===== src/logic/dcv_pkg.sv =====
// package for the converter control, event and interrupt block
// assumes one 100 MHz clock and an 8-bit register port
package dcv_pkg;

  // register offsets
  localparam logic [3:0] ADDR_OUTPUT_OPTIONS = 4'h1;
  localparam logic [3:0] ADDR_EVENT_CONTROL = 4'h2;
  localparam logic [3:0] ADDR_IRQ_ENABLE_CLEAR = 4'h4;
  localparam logic [3:0] ADDR_IRQ_ENABLE_SET = 4'h5;
  localparam logic [3:0] ADDR_IRQ_FLAGS = 4'h6;
  localparam logic [3:0] ADDR_CONVERTER_STATE = 4'h7;
  localparam logic [3:0] ADDR_DATA_LO = 4'h8;
  localparam logic [3:0] ADDR_DATA_HI = 4'h9;
  localparam logic [3:0] ADDR_STAGING_LO = 4'hC;
  localparam logic [3:0] ADDR_STAGING_HI = 4'hD;

  // field positions
  localparam int OPT_EXTERNAL_OUT_EN = 0;
  localparam int OPT_INTERNAL_OUT_EN = 1;
  localparam int OPT_LEFT_JUSTIFY = 2;
  localparam int OPT_PUMP_DISABLE = 3;
  localparam int EVC_START_EVENT_IN = 0;
  localparam int EVC_BUFFER_EMPTY_EVENT_OUT = 1;
  localparam int IRQ_UNDERRUN = 0;
  localparam int IRQ_EMPTY = 1;
  localparam int IRQ_CROSSING_DONE = 2;
  localparam int STATE_CROSSING_PENDING = 7;
  localparam int LEFT_SHIFT = 6;

  // reset values and masks
  localparam logic [7:0] OPT_RESET = 8'h00;
  localparam logic [7:0] OPT_MASK = 8'h0F;
  localparam logic [1:0] EVC_RESET = 2'h0;
  localparam logic [2:0] IRQ_RESET = 3'h0;
  localparam logic [15:0] DATA_RESET = 16'h0000;

  // timing of the register crossing into the converter clock domain
  localparam int CLK_PERIOD_NS = 10;
  localparam int CROSSING_TIME_NS = 30;
  localparam int CROSSING_CYCLES_INT =
    (CROSSING_TIME_NS + CLK_PERIOD_NS - 1) / CLK_PERIOD_NS;
  localparam logic [3:0] CROSSING_CYCLES = CROSSING_CYCLES_INT[3:0];

  typedef struct packed {
    logic pump_disable;
    logic left_justify;
    logic internal_out_en;
    logic external_out_en;
  } dcv_options_t;

  typedef struct packed {
    logic buffer_empty_event_out;
    logic start_event_in;
  } dcv_events_t;

  typedef struct packed {
    logic crossing_done;
    logic empty;
    logic underrun;
  } dcv_irq_t;

  typedef enum logic [1:0] {
    DCV_SYNC_IDLE = 2'b01,
    DCV_SYNC_BUSY = 2'b10
  } dcv_sync_t;

endpackage : dcv_pkg


===== src/logic/dcv_control.sv =====
// control, event and interrupt logic of the 10-bit converter
// assumes register strobes and the start event are synchronous to clk
//
// Notes on behaviour
// - with pump_disable low the pump follows the supply level, with it high the pump stays off.
// - left_justify picks where the 10-bit code sits in the data word and staging word.
// - internal_out_en high routes the converter output to the comparator_block.
// - external_out_en high lets the output buffer drive analog_out_pin, low turns it off.
// - buffer_empty_event_out high emits one event pulse each time the staging word empties.
// - start_event_in high makes each start event with a full staging word move that word and start a conversion.
// - writing 1 to irq_enable_clear clears that enable, reading back through irq_enable_set.
// - writing 1 to the empty, underrun or crossing_done bit of irq_enable_set sets that enable.
// - the empty flag sets when the staging word moves to data and raises irq if enabled.
// - the empty flag clears on a written 1 or on a new staging word, a 0 does nothing.
// - the underrun flag sets on a start event with start_event_in high while the staging word is empty.
// - the underrun flag clears only on a written 1.
// - right justified the code is bits 9:0, left justified bits 15:6.
// - domain_crossing_pending is set while a register crossing runs and clears at its end.
// - staging word and data register form a two-stage queue loaded by register writes and advanced by the start event.
//
// Strobed register access was chosen for this implementation.
`timescale 1ns/1ps
`default_nettype none

module dcv_control (
  input wire logic clk,
  input wire logic srst,
  input wire logic [3:0] reg_addr,
  input wire logic [7:0] reg_wdata,
  input wire logic reg_wr,
  input wire logic reg_rd,
  output logic [7:0] reg_rdata,
  input wire logic start_event,
  input wire logic low_supply,
  output logic buffer_empty_event,
  output logic conv_start,
  output logic [9:0] conv_code,
  output logic pump_on,
  output logic internal_out_en,
  output logic external_out_en,
  output logic irq
);

  // ==========================================================
  // helpers
  // ==========================================================
  // pulls the 10-bit code out of a word under the chosen justification
  function automatic logic [9:0] dcv_code(input logic [15:0] word, input logic left);
    logic [15:0] shifted;
    shifted = word >> dcv_pkg::LEFT_SHIFT;
    dcv_code = left ? shifted[9:0] : word[9:0];
  endfunction : dcv_code

  function automatic logic wr_at(input logic wr, input logic [3:0] a,
                                 input logic [3:0] target);
    wr_at = wr && (a == target);
  endfunction : wr_at

  // ==========================================================
  // configuration registers
  // ==========================================================
  dcv_pkg::dcv_options_t opt_q, opt_d;
  dcv_pkg::dcv_events_t evc_q, evc_d;
  dcv_pkg::dcv_irq_t ien_q, ien_d;

  always_comb begin
    opt_d = opt_q;
    evc_d = evc_q;
    ien_d = ien_q;
    if (wr_at(reg_wr, reg_addr, dcv_pkg::ADDR_OUTPUT_OPTIONS)) begin
      opt_d = reg_wdata[3:0];
    end
    if (wr_at(reg_wr, reg_addr, dcv_pkg::ADDR_EVENT_CONTROL)) begin
      evc_d = reg_wdata[1:0];
    end
    if (wr_at(reg_wr, reg_addr, dcv_pkg::ADDR_IRQ_ENABLE_CLEAR)) begin
      ien_d = ien_q & ~reg_wdata[2:0];
    end
    if (wr_at(reg_wr, reg_addr, dcv_pkg::ADDR_IRQ_ENABLE_SET)) begin
      ien_d = ien_q | reg_wdata[2:0];
    end
  end

  always_ff @(posedge clk) begin
    if (srst) begin
      opt_q <= dcv_pkg::OPT_RESET[3:0];
      evc_q <= dcv_pkg::EVC_RESET;
      ien_q <= dcv_pkg::IRQ_RESET;
    end else begin
      opt_q <= opt_d;
      evc_q <= evc_d;
      ien_q <= ien_d;
    end
  end

  // ==========================================================
  // staging word and data register
  // ==========================================================
  // the staging word is committed by its high byte, so software must
  // write the low byte first; a lone low-byte write updates storage and starts a crossing but does not commit
  logic [15:0] stage_q, stage_d;
  logic [15:0] data_q, data_d;
  logic stage_full_q, stage_full_d;
  logic stage_commit;
  logic data_write;
  logic take_event;
  logic transfer;
  logic underrun_hit;

  always_comb begin
    stage_commit = wr_at(reg_wr, reg_addr, dcv_pkg::ADDR_STAGING_HI);
    data_write = wr_at(reg_wr, reg_addr, dcv_pkg::ADDR_DATA_LO) ||
                 wr_at(reg_wr, reg_addr, dcv_pkg::ADDR_DATA_HI);
    take_event = start_event && evc_q.start_event_in;
    transfer = take_event && stage_full_q;
    underrun_hit = take_event && !stage_full_q;
    stage_d = stage_q;
    data_d = data_q;
    stage_full_d = stage_full_q;
    if (wr_at(reg_wr, reg_addr, dcv_pkg::ADDR_STAGING_LO)) begin
      stage_d[7:0] = reg_wdata;
    end
    if (stage_commit) begin
      stage_d[15:8] = reg_wdata;
    end
    if (wr_at(reg_wr, reg_addr, dcv_pkg::ADDR_DATA_LO)) begin
      data_d[7:0] = reg_wdata;
    end
    if (wr_at(reg_wr, reg_addr, dcv_pkg::ADDR_DATA_HI)) begin
      data_d[15:8] = reg_wdata;
    end
    if (transfer) begin
      data_d = stage_q;
      stage_full_d = 1'b0;
    end
    // a commit in the transfer cycle refills the buffer at once
    if (stage_commit) begin
      stage_full_d = 1'b1;
    end
  end

  always_ff @(posedge clk) begin
    if (srst) begin
      stage_q <= dcv_pkg::DATA_RESET;
      data_q <= dcv_pkg::DATA_RESET;
      stage_full_q <= 1'b0;
    end else begin
      stage_q <= stage_d;
      data_q <= data_d;
      stage_full_q <= stage_full_d;
    end
  end

  // ==========================================================
  // register crossing tracker
  // ==========================================================
  // the converter domain is modelled by a fixed crossing time; a write
  // during a crossing restarts it, so the busy bit covers the last write
  dcv_pkg::dcv_sync_t sync_q, sync_d;
  logic [3:0] sync_cnt_q, sync_cnt_d;
  logic sync_start;
  logic sync_done;

  always_comb begin
    sync_start = data_write || stage_commit ||
                 wr_at(reg_wr, reg_addr, dcv_pkg::ADDR_STAGING_LO);
    sync_d = sync_q;
    sync_cnt_d = sync_cnt_q;
    sync_done = 1'b0;
    unique case (sync_q)
      dcv_pkg::DCV_SYNC_IDLE: begin
        if (sync_start) begin
          sync_d = dcv_pkg::DCV_SYNC_BUSY;
          sync_cnt_d = dcv_pkg::CROSSING_CYCLES;
        end
      end
      dcv_pkg::DCV_SYNC_BUSY: begin
        if (sync_start) begin
          sync_cnt_d = dcv_pkg::CROSSING_CYCLES;
        end else if (sync_cnt_q == 4'h1) begin
          sync_d = dcv_pkg::DCV_SYNC_IDLE;
          sync_cnt_d = 4'h0;
          sync_done = 1'b1;
        end else begin
          sync_cnt_d = sync_cnt_q - 4'h1;
        end
      end
      default: begin
        sync_d = dcv_pkg::DCV_SYNC_IDLE;
        sync_cnt_d = 4'h0;
      end
    endcase
  end

  always_ff @(posedge clk) begin
    if (srst) begin
      sync_q <= dcv_pkg::DCV_SYNC_IDLE;
      sync_cnt_q <= 4'h0;
    end else begin
      sync_q <= sync_d;
      sync_cnt_q <= sync_cnt_d;
    end
  end

  // ==========================================================
  // interrupt flags
  // ==========================================================
  // in every flag the hardware set wins over a clear in the same cycle
  dcv_pkg::dcv_irq_t flag_q, flag_d;
  logic [2:0] flag_clr;

  always_comb begin
    flag_clr = 3'h0;
    if (wr_at(reg_wr, reg_addr, dcv_pkg::ADDR_IRQ_FLAGS)) begin
      flag_clr = reg_wdata[2:0];
    end
    flag_d = flag_q & ~flag_clr;
    if (stage_commit) begin
      flag_d.empty = 1'b0;
    end
    if (transfer) begin
      flag_d.empty = 1'b1;
    end
    if (underrun_hit) begin
      flag_d.underrun = 1'b1;
    end
    if (sync_done) begin
      flag_d.crossing_done = 1'b1;
    end
  end

  always_ff @(posedge clk) begin
    if (srst) begin
      flag_q <= dcv_pkg::IRQ_RESET;
    end else begin
      flag_q <= flag_d;
    end
  end

  // ==========================================================
  // register read port
  // ==========================================================
  logic [7:0] rdata_d;

  always_comb begin
    rdata_d = 8'h00;
    if (reg_rd) begin
      unique case (reg_addr)
        dcv_pkg::ADDR_OUTPUT_OPTIONS: rdata_d = {4'h0, opt_q};
        dcv_pkg::ADDR_EVENT_CONTROL: rdata_d = {6'h00, evc_q};
        dcv_pkg::ADDR_IRQ_ENABLE_CLEAR: rdata_d = {5'h00, ien_q};
        dcv_pkg::ADDR_IRQ_ENABLE_SET: rdata_d = {5'h00, ien_q};
        dcv_pkg::ADDR_IRQ_FLAGS: rdata_d = {5'h00, flag_q};
        dcv_pkg::ADDR_CONVERTER_STATE: begin
          rdata_d = 8'h00;
          rdata_d[dcv_pkg::STATE_CROSSING_PENDING] =
            (sync_q == dcv_pkg::DCV_SYNC_BUSY);
        end
        // data and staging words are write-only and unmapped reads give zero
        default: rdata_d = 8'h00;
      endcase
    end
  end

  // ==========================================================
  // outputs
  // ==========================================================
  logic [7:0] rdata_q;
  logic empty_evt_q, empty_evt_d;
  logic conv_start_q, conv_start_d;
  logic [9:0] code_q, code_d;
  logic pump_q, pump_d;
  logic int_en_q, int_en_d;
  logic ext_en_q, ext_en_d;
  logic irq_q, irq_d;

  always_comb begin
    empty_evt_d = transfer && evc_q.buffer_empty_event_out;
    conv_start_d = transfer;
    code_d = dcv_code(data_q, opt_q.left_justify);
    // pump follows the supply level unless software forces it off
    pump_d = !opt_q.pump_disable && low_supply;
    int_en_d = opt_q.internal_out_en;
    ext_en_d = opt_q.external_out_en;
    irq_d = |(flag_d & ien_d);
  end

  always_ff @(posedge clk) begin
    if (srst) begin
      rdata_q <= 8'h00;
      empty_evt_q <= 1'b0;
      conv_start_q <= 1'b0;
      code_q <= 10'h000;
      pump_q <= 1'b0;
      int_en_q <= 1'b0;
      ext_en_q <= 1'b0;
      irq_q <= 1'b0;
    end else begin
      rdata_q <= rdata_d;
      empty_evt_q <= empty_evt_d;
      conv_start_q <= conv_start_d;
      code_q <= code_d;
      pump_q <= pump_d;
      int_en_q <= int_en_d;
      ext_en_q <= ext_en_d;
      irq_q <= irq_d;
    end
  end

  assign reg_rdata = rdata_q;
  assign buffer_empty_event = empty_evt_q;
  assign conv_start = conv_start_q;
  assign conv_code = code_q;
  assign pump_on = pump_q;
  assign internal_out_en = int_en_q;
  assign external_out_en = ext_en_q;
  assign irq = irq_q;

endmodule : dcv_control

`default_nettype wire


===== config.mk =====
export PLATFORM = sky130hd
export DESIGN_NAME = dcv_control
export DESIGN_NICKNAME = d
export VERILOG_FILES = /design/src/logic/dcv_pkg.sv /design/src/logic/dcv_control.sv
export SDC_FILE = /design/constraint.sdc
export NUM_CORES = 1
export LEC_CHECK = 0
export ABC_AREA = 1
export BUFFER_PORTS_ARGS = -buffer_cell sky130_fd_sc_hd__buf_2
export CAP_MARGIN = 20
export CORE_MARGIN = 1.5
export CORE_UTILIZATION = 40
export CTS_CLUSTER_DIAMETER = 40
export DETAILED_ROUTE_END_ITERATION = 10
export PLACE_DENSITY = 0.69
export SKIP_LAST_GASP = 1
export SLEW_MARGIN = 0
export SYNTH_ARGS = -nofsm -noshare
export SYNTH_HDL_FRONTEND = slang
export SYNTH_SLANG_ARGS = --single-unit

===== constraint.sdc =====
create_clock -name clk -period 1.2 [get_ports clk]
set_input_delay 0.06 -clock clk [delete_from_list [all_inputs] [get_ports clk]]
set_output_delay 0.06 -clock clk [all_outputs]
set_load 0.02 [all_outputs]

==> reports/metrics.csv <==
metric;value;unit
slowest_cp_cell;sky130_fd_sc_hd__dfxtp_2;
post-route-period-util;102.5;%
finalWorstSetupSlack;-0.03030;ns
clock_insertion_delay_worst_skew;0.34;ns
mappedNetlistArea;2939;um^2
dp_slack;-0.06164;ns
synth_seq_cells;72;
synth_ff_type;sky130_fd_sc_hd__dfxtp_1;
path_depth;8;
min-delay-start;reg_wdata[4];
critical_path.max_stage_delay;0.33;ns
drc;0;
cap_viol_max_count;0;
worst-setup-path-type;reg2reg;
route.vias.total;2741;
vias_per_cell;4.817;
report.final.slew_viol_count;0;
synth.lib_cells_used.distinct;28;
yosys_synthesis_warning_count;0;
number_of_antenna_violating_nets_in_the_routed_design;0;
num-nets-final;487;
synth_cells;391;
portbufs;38;
failing_checks;negative setup slack;
pwr_dens;1550;nW/um^2
floorplan.die.width;88.72;um
die_h;88.72;um
worst_setup_slack_for_register_to_register_paths;-0.03;ns
timing.fmax;0.8128;GHz
critical_path.top_delay_family;simple AND/OR/NAND/NOR gates;
clk_pin_slew_worst_paths;0.07;ns
grt_start_max_net_pins;30;
core_region_area;7176;um^2
detailed_route_wire_length;7.002;mm
terminus_of_the_critical_flop_to_flop_path;sync_cnt_q[0]$_SDFFE_PP0P_;
peakVddDrop;0.9699;mV
clock_path_buffers;2;
cts.htree.levels;3;
global_route.overflow_total;0;
cts_tree;yes;
drt_pre_antenna_iters;4;
fin_crit;1.230;ns
cts.root.buffer_cell;sky130_fd_sc_hd__clkbuf_8;
gp_congestion;0.8584;
antenna-diode-count;0;
worst_setup_path_end_kind;flop;
top_level_ports;42;
timing.hold.ws;0.006833;ns
leakagePower;1.679;nW
num_clock_sinks;72;
cts_inserted_buffers;9;
critical_path.startpoint_type;flop;
avgRoutedWirePerCell;12.31;um
worst_hold_path.endpoint;stage_q[12]$_SDFFE_PP0P_;
post_route_cells_drive_above_1_share;25.96;%
synth-async-reset-ratio;0;%
initial_core_util;40.96;%
place.detailed.hpwl;4.986;mm
fp.dieArea;7871;um^2
crit_chain;inv_2 > ha_4 > nand2_4 > nor2_4 > a21oi_2 > or2_4 > nand3_2 > nand2_1;
critPathRequiredTime;1.43;ns
number_of_antenna_violations_at_the_first_check_in_global_routing;0;
timing.final.hold_violations;0;
totalNegativeSetupSlack;-0.09991;ns
critPathArrivalTime;1.46;ns
grt_pass1_vias;2370;
rsz0062_at_grt;true;
rows;31;
number_of_synthesized_flops_with_an_enable_pin;0;
ys_seq_area_share;49.04;%
worst-path-max-fanout;3;
drtIter0Drc;150;
gr-usage-all-layers;18.69;%
area_growth;30.69;%
timing.final.setup_violations;4;
grt_pass1_wl;11.32;mm
post_syn_area_per_cell;7.517;um^2
run_status;finished with violations;
timing.hold.worst_path_depth;3;
worst_hold_path_type;in2reg;
reg2regPathDepth;8;
worst_clock_skew;0.006975;ns
total_buffers_and_inverters_traversed_by_the_critical_path;1;
timing.rr.start;sync_cnt_q[1]$_SDFFE_PP0P_;
==> per-layer routing <==
metal  track usage, %  vias up  part of all wire, %
met3            4.664        8                  6.1
met5                0        -                    0
met1            25.76     1226                   46
met2            29.06       79                   46
li1                 -     1428                    -
met4            5.256        0                  1.0
==> sequential cells by signal, summed over array words and instances, names as in the netlist <==
register,flops
stage_full_q,1
ext_en_d,1
sync_cnt_q,4
reg_rdata,5
irq,1
external_out_en,1
evc_q,2
sync_q,2
conv_start,1
ien_q,3
opt_q,2
conv_code,10
pump_on,1
int_en_d,1
flag_q,3
internal_out_en,1
data_q,16
stage_q,16
buffer_empty_event,1
==> metrics by stage <==
| step | utilization, % | instance area [um^2] | power (W) | std cells |
|---|---|---|---|---|
| final | 53.53 | 3841 | 0.005954 | 569 |
| after global routing | 53.53 | 3841 | 0.006254 | 569 |
| after global placement | 47.85 | 3433 | 0.003459 | 545 |
| after detailed placement | 47.85 | 3433 | 0.003482 | 545 |
| after floorplan | - | 2953 | 0.003188 | 393 |
| after CTS | 52.92 | 3797 | 0.005904 | 569 |
==> how the worst max path moves through the flow <==
| stage | start | endpoint | slack (ns) |
|---|---|---|---|
| floorplan | sync_q[1]$_SDFFE_PP0P_ | sync_q[0]$_SDFFE_PP1P_ | 0.02 |
| global placement | sync_cnt_q[1]$_SDFFE_PP0P_ | sync_cnt_q[0]$_SDFFE_PP0P_ | -0.01 |
| detailed placement | sync_cnt_q[1]$_SDFFE_PP0P_ | sync_cnt_q[0]$_SDFFE_PP0P_ | -0.06 |
| CTS | sync_cnt_q[1]$_SDFFE_PP0P_ | sync_cnt_q[0]$_SDFFE_PP0P_ | -0.02 |
| global route | sync_cnt_q[1]$_SDFFE_PP0P_ | sync_cnt_q[0]$_SDFFE_PP0P_ | -0.09 |
| finish | sync_cnt_q[1]$_SDFFE_PP0P_ | sync_cnt_q[0]$_SDFFE_PP0P_ | -0.03 |
==> worst min-delay path, cell delays in order <==
cell and delay [ns]:
sky130_fd_sc_hd__buf_2 0.10, sky130_fd_sc_hd__o21ai_0 0.08, sky130_fd_sc_hd__nor2_1 0.07
==> placed cells by master, fill, tap and decap left out, types with 4 or more instances in the layout <==
| cell | count |
|---|---|
| sky130_fd_sc_hd__nand3_1 | 18 |
| sky130_fd_sc_hd__buf_2 | 38 |
| sky130_fd_sc_hd__inv_1 | 29 |
| sky130_fd_sc_hd__dlygate4sd3_1 | 6 |
| sky130_fd_sc_hd__a22oi_1 | 8 |
| sky130_fd_sc_hd__a31oi_1 | 6 |
| sky130_fd_sc_hd__nor3_1 | 4 |
| sky130_fd_sc_hd__nand2_2 | 4 |
| sky130_fd_sc_hd__nand2_1 | 70 |
| sky130_fd_sc_hd__inv_2 | 5 |
| sky130_fd_sc_hd__nor2_2 | 4 |
| sky130_fd_sc_hd__nor2_4 | 4 |
| sky130_fd_sc_hd__dfxtp_2 | 6 |
| sky130_fd_sc_hd__o21ai_0 | 35 |
| sky130_fd_sc_hd__nor2_1 | 60 |
| sky130_fd_sc_hd__a21oi_1 | 32 |
| sky130_fd_sc_hd__buf_4 | 30 |
| sky130_fd_sc_hd__dfxtp_1 | 66 |
| sky130_fd_sc_hd__clkbuf_8 | 9 |
==> what timing repair did <==
| action | in CTS | in global routing |
|---|---|---|
| setup endpoints to repair | 10 | 17 |
| pin swaps | 7 | 4 |
| setup buffers | 2 | 0 |
| gates cloned | 0 | 0 |
| resized for setup | 13 | 13 |
| hold buffers | 6 | 0 |
| endpoints found under the hold margin | 5 | 0 |
==> Yosys cell counts, types with 6 or more instances <==
cell	count	area share (%)
sky130_fd_sc_hd__dfxtp_1	72	49
sky130_fd_sc_hd__nand2_1	72	9.2
sky130_fd_sc_hd__nor2_1	61	7.8
sky130_fd_sc_hd__o21ai_0	36	6.1
sky130_fd_sc_hd__a21oi_1	34	5.8
sky130_fd_sc_hd__inv_1	32	4.1
sky130_fd_sc_hd__nand3_1	20	3.4
sky130_fd_sc_hd__a22oi_1	10	2.6
sky130_fd_sc_hd__clkbuf_1	9	1.1
sky130_fd_sc_hd__a31oi_1	6	1.3
==> logic make-up after synthesis <==
family	share of synthesized area, %
simple gates	25.37
compound gates	16.56
flops	49.04
buf+inv	6.897
fa+ha+maj	1.703
xor+xnor	0.2981
other cells	0.1276
==> cell type report <==
cell class	count	area, um^2
flip-flops and latches	72	1449
repair buffers	76	506.7
clock inverters	6	115.1
clock buffers	10	127.6
inverters	35	133.9
multi-input cells	271	1385
fillers	676	3334
well taps	99	123.9
==> power by group <==
part	internal (W)	switching, W	leakage (nW)
clock network	0.00139	0.000916	0.117
registers	0.00251	0.0000858	0.584
logic	0.000485	0.000565	0.978
Note: power is estimated with default switching activity, not from simulation.
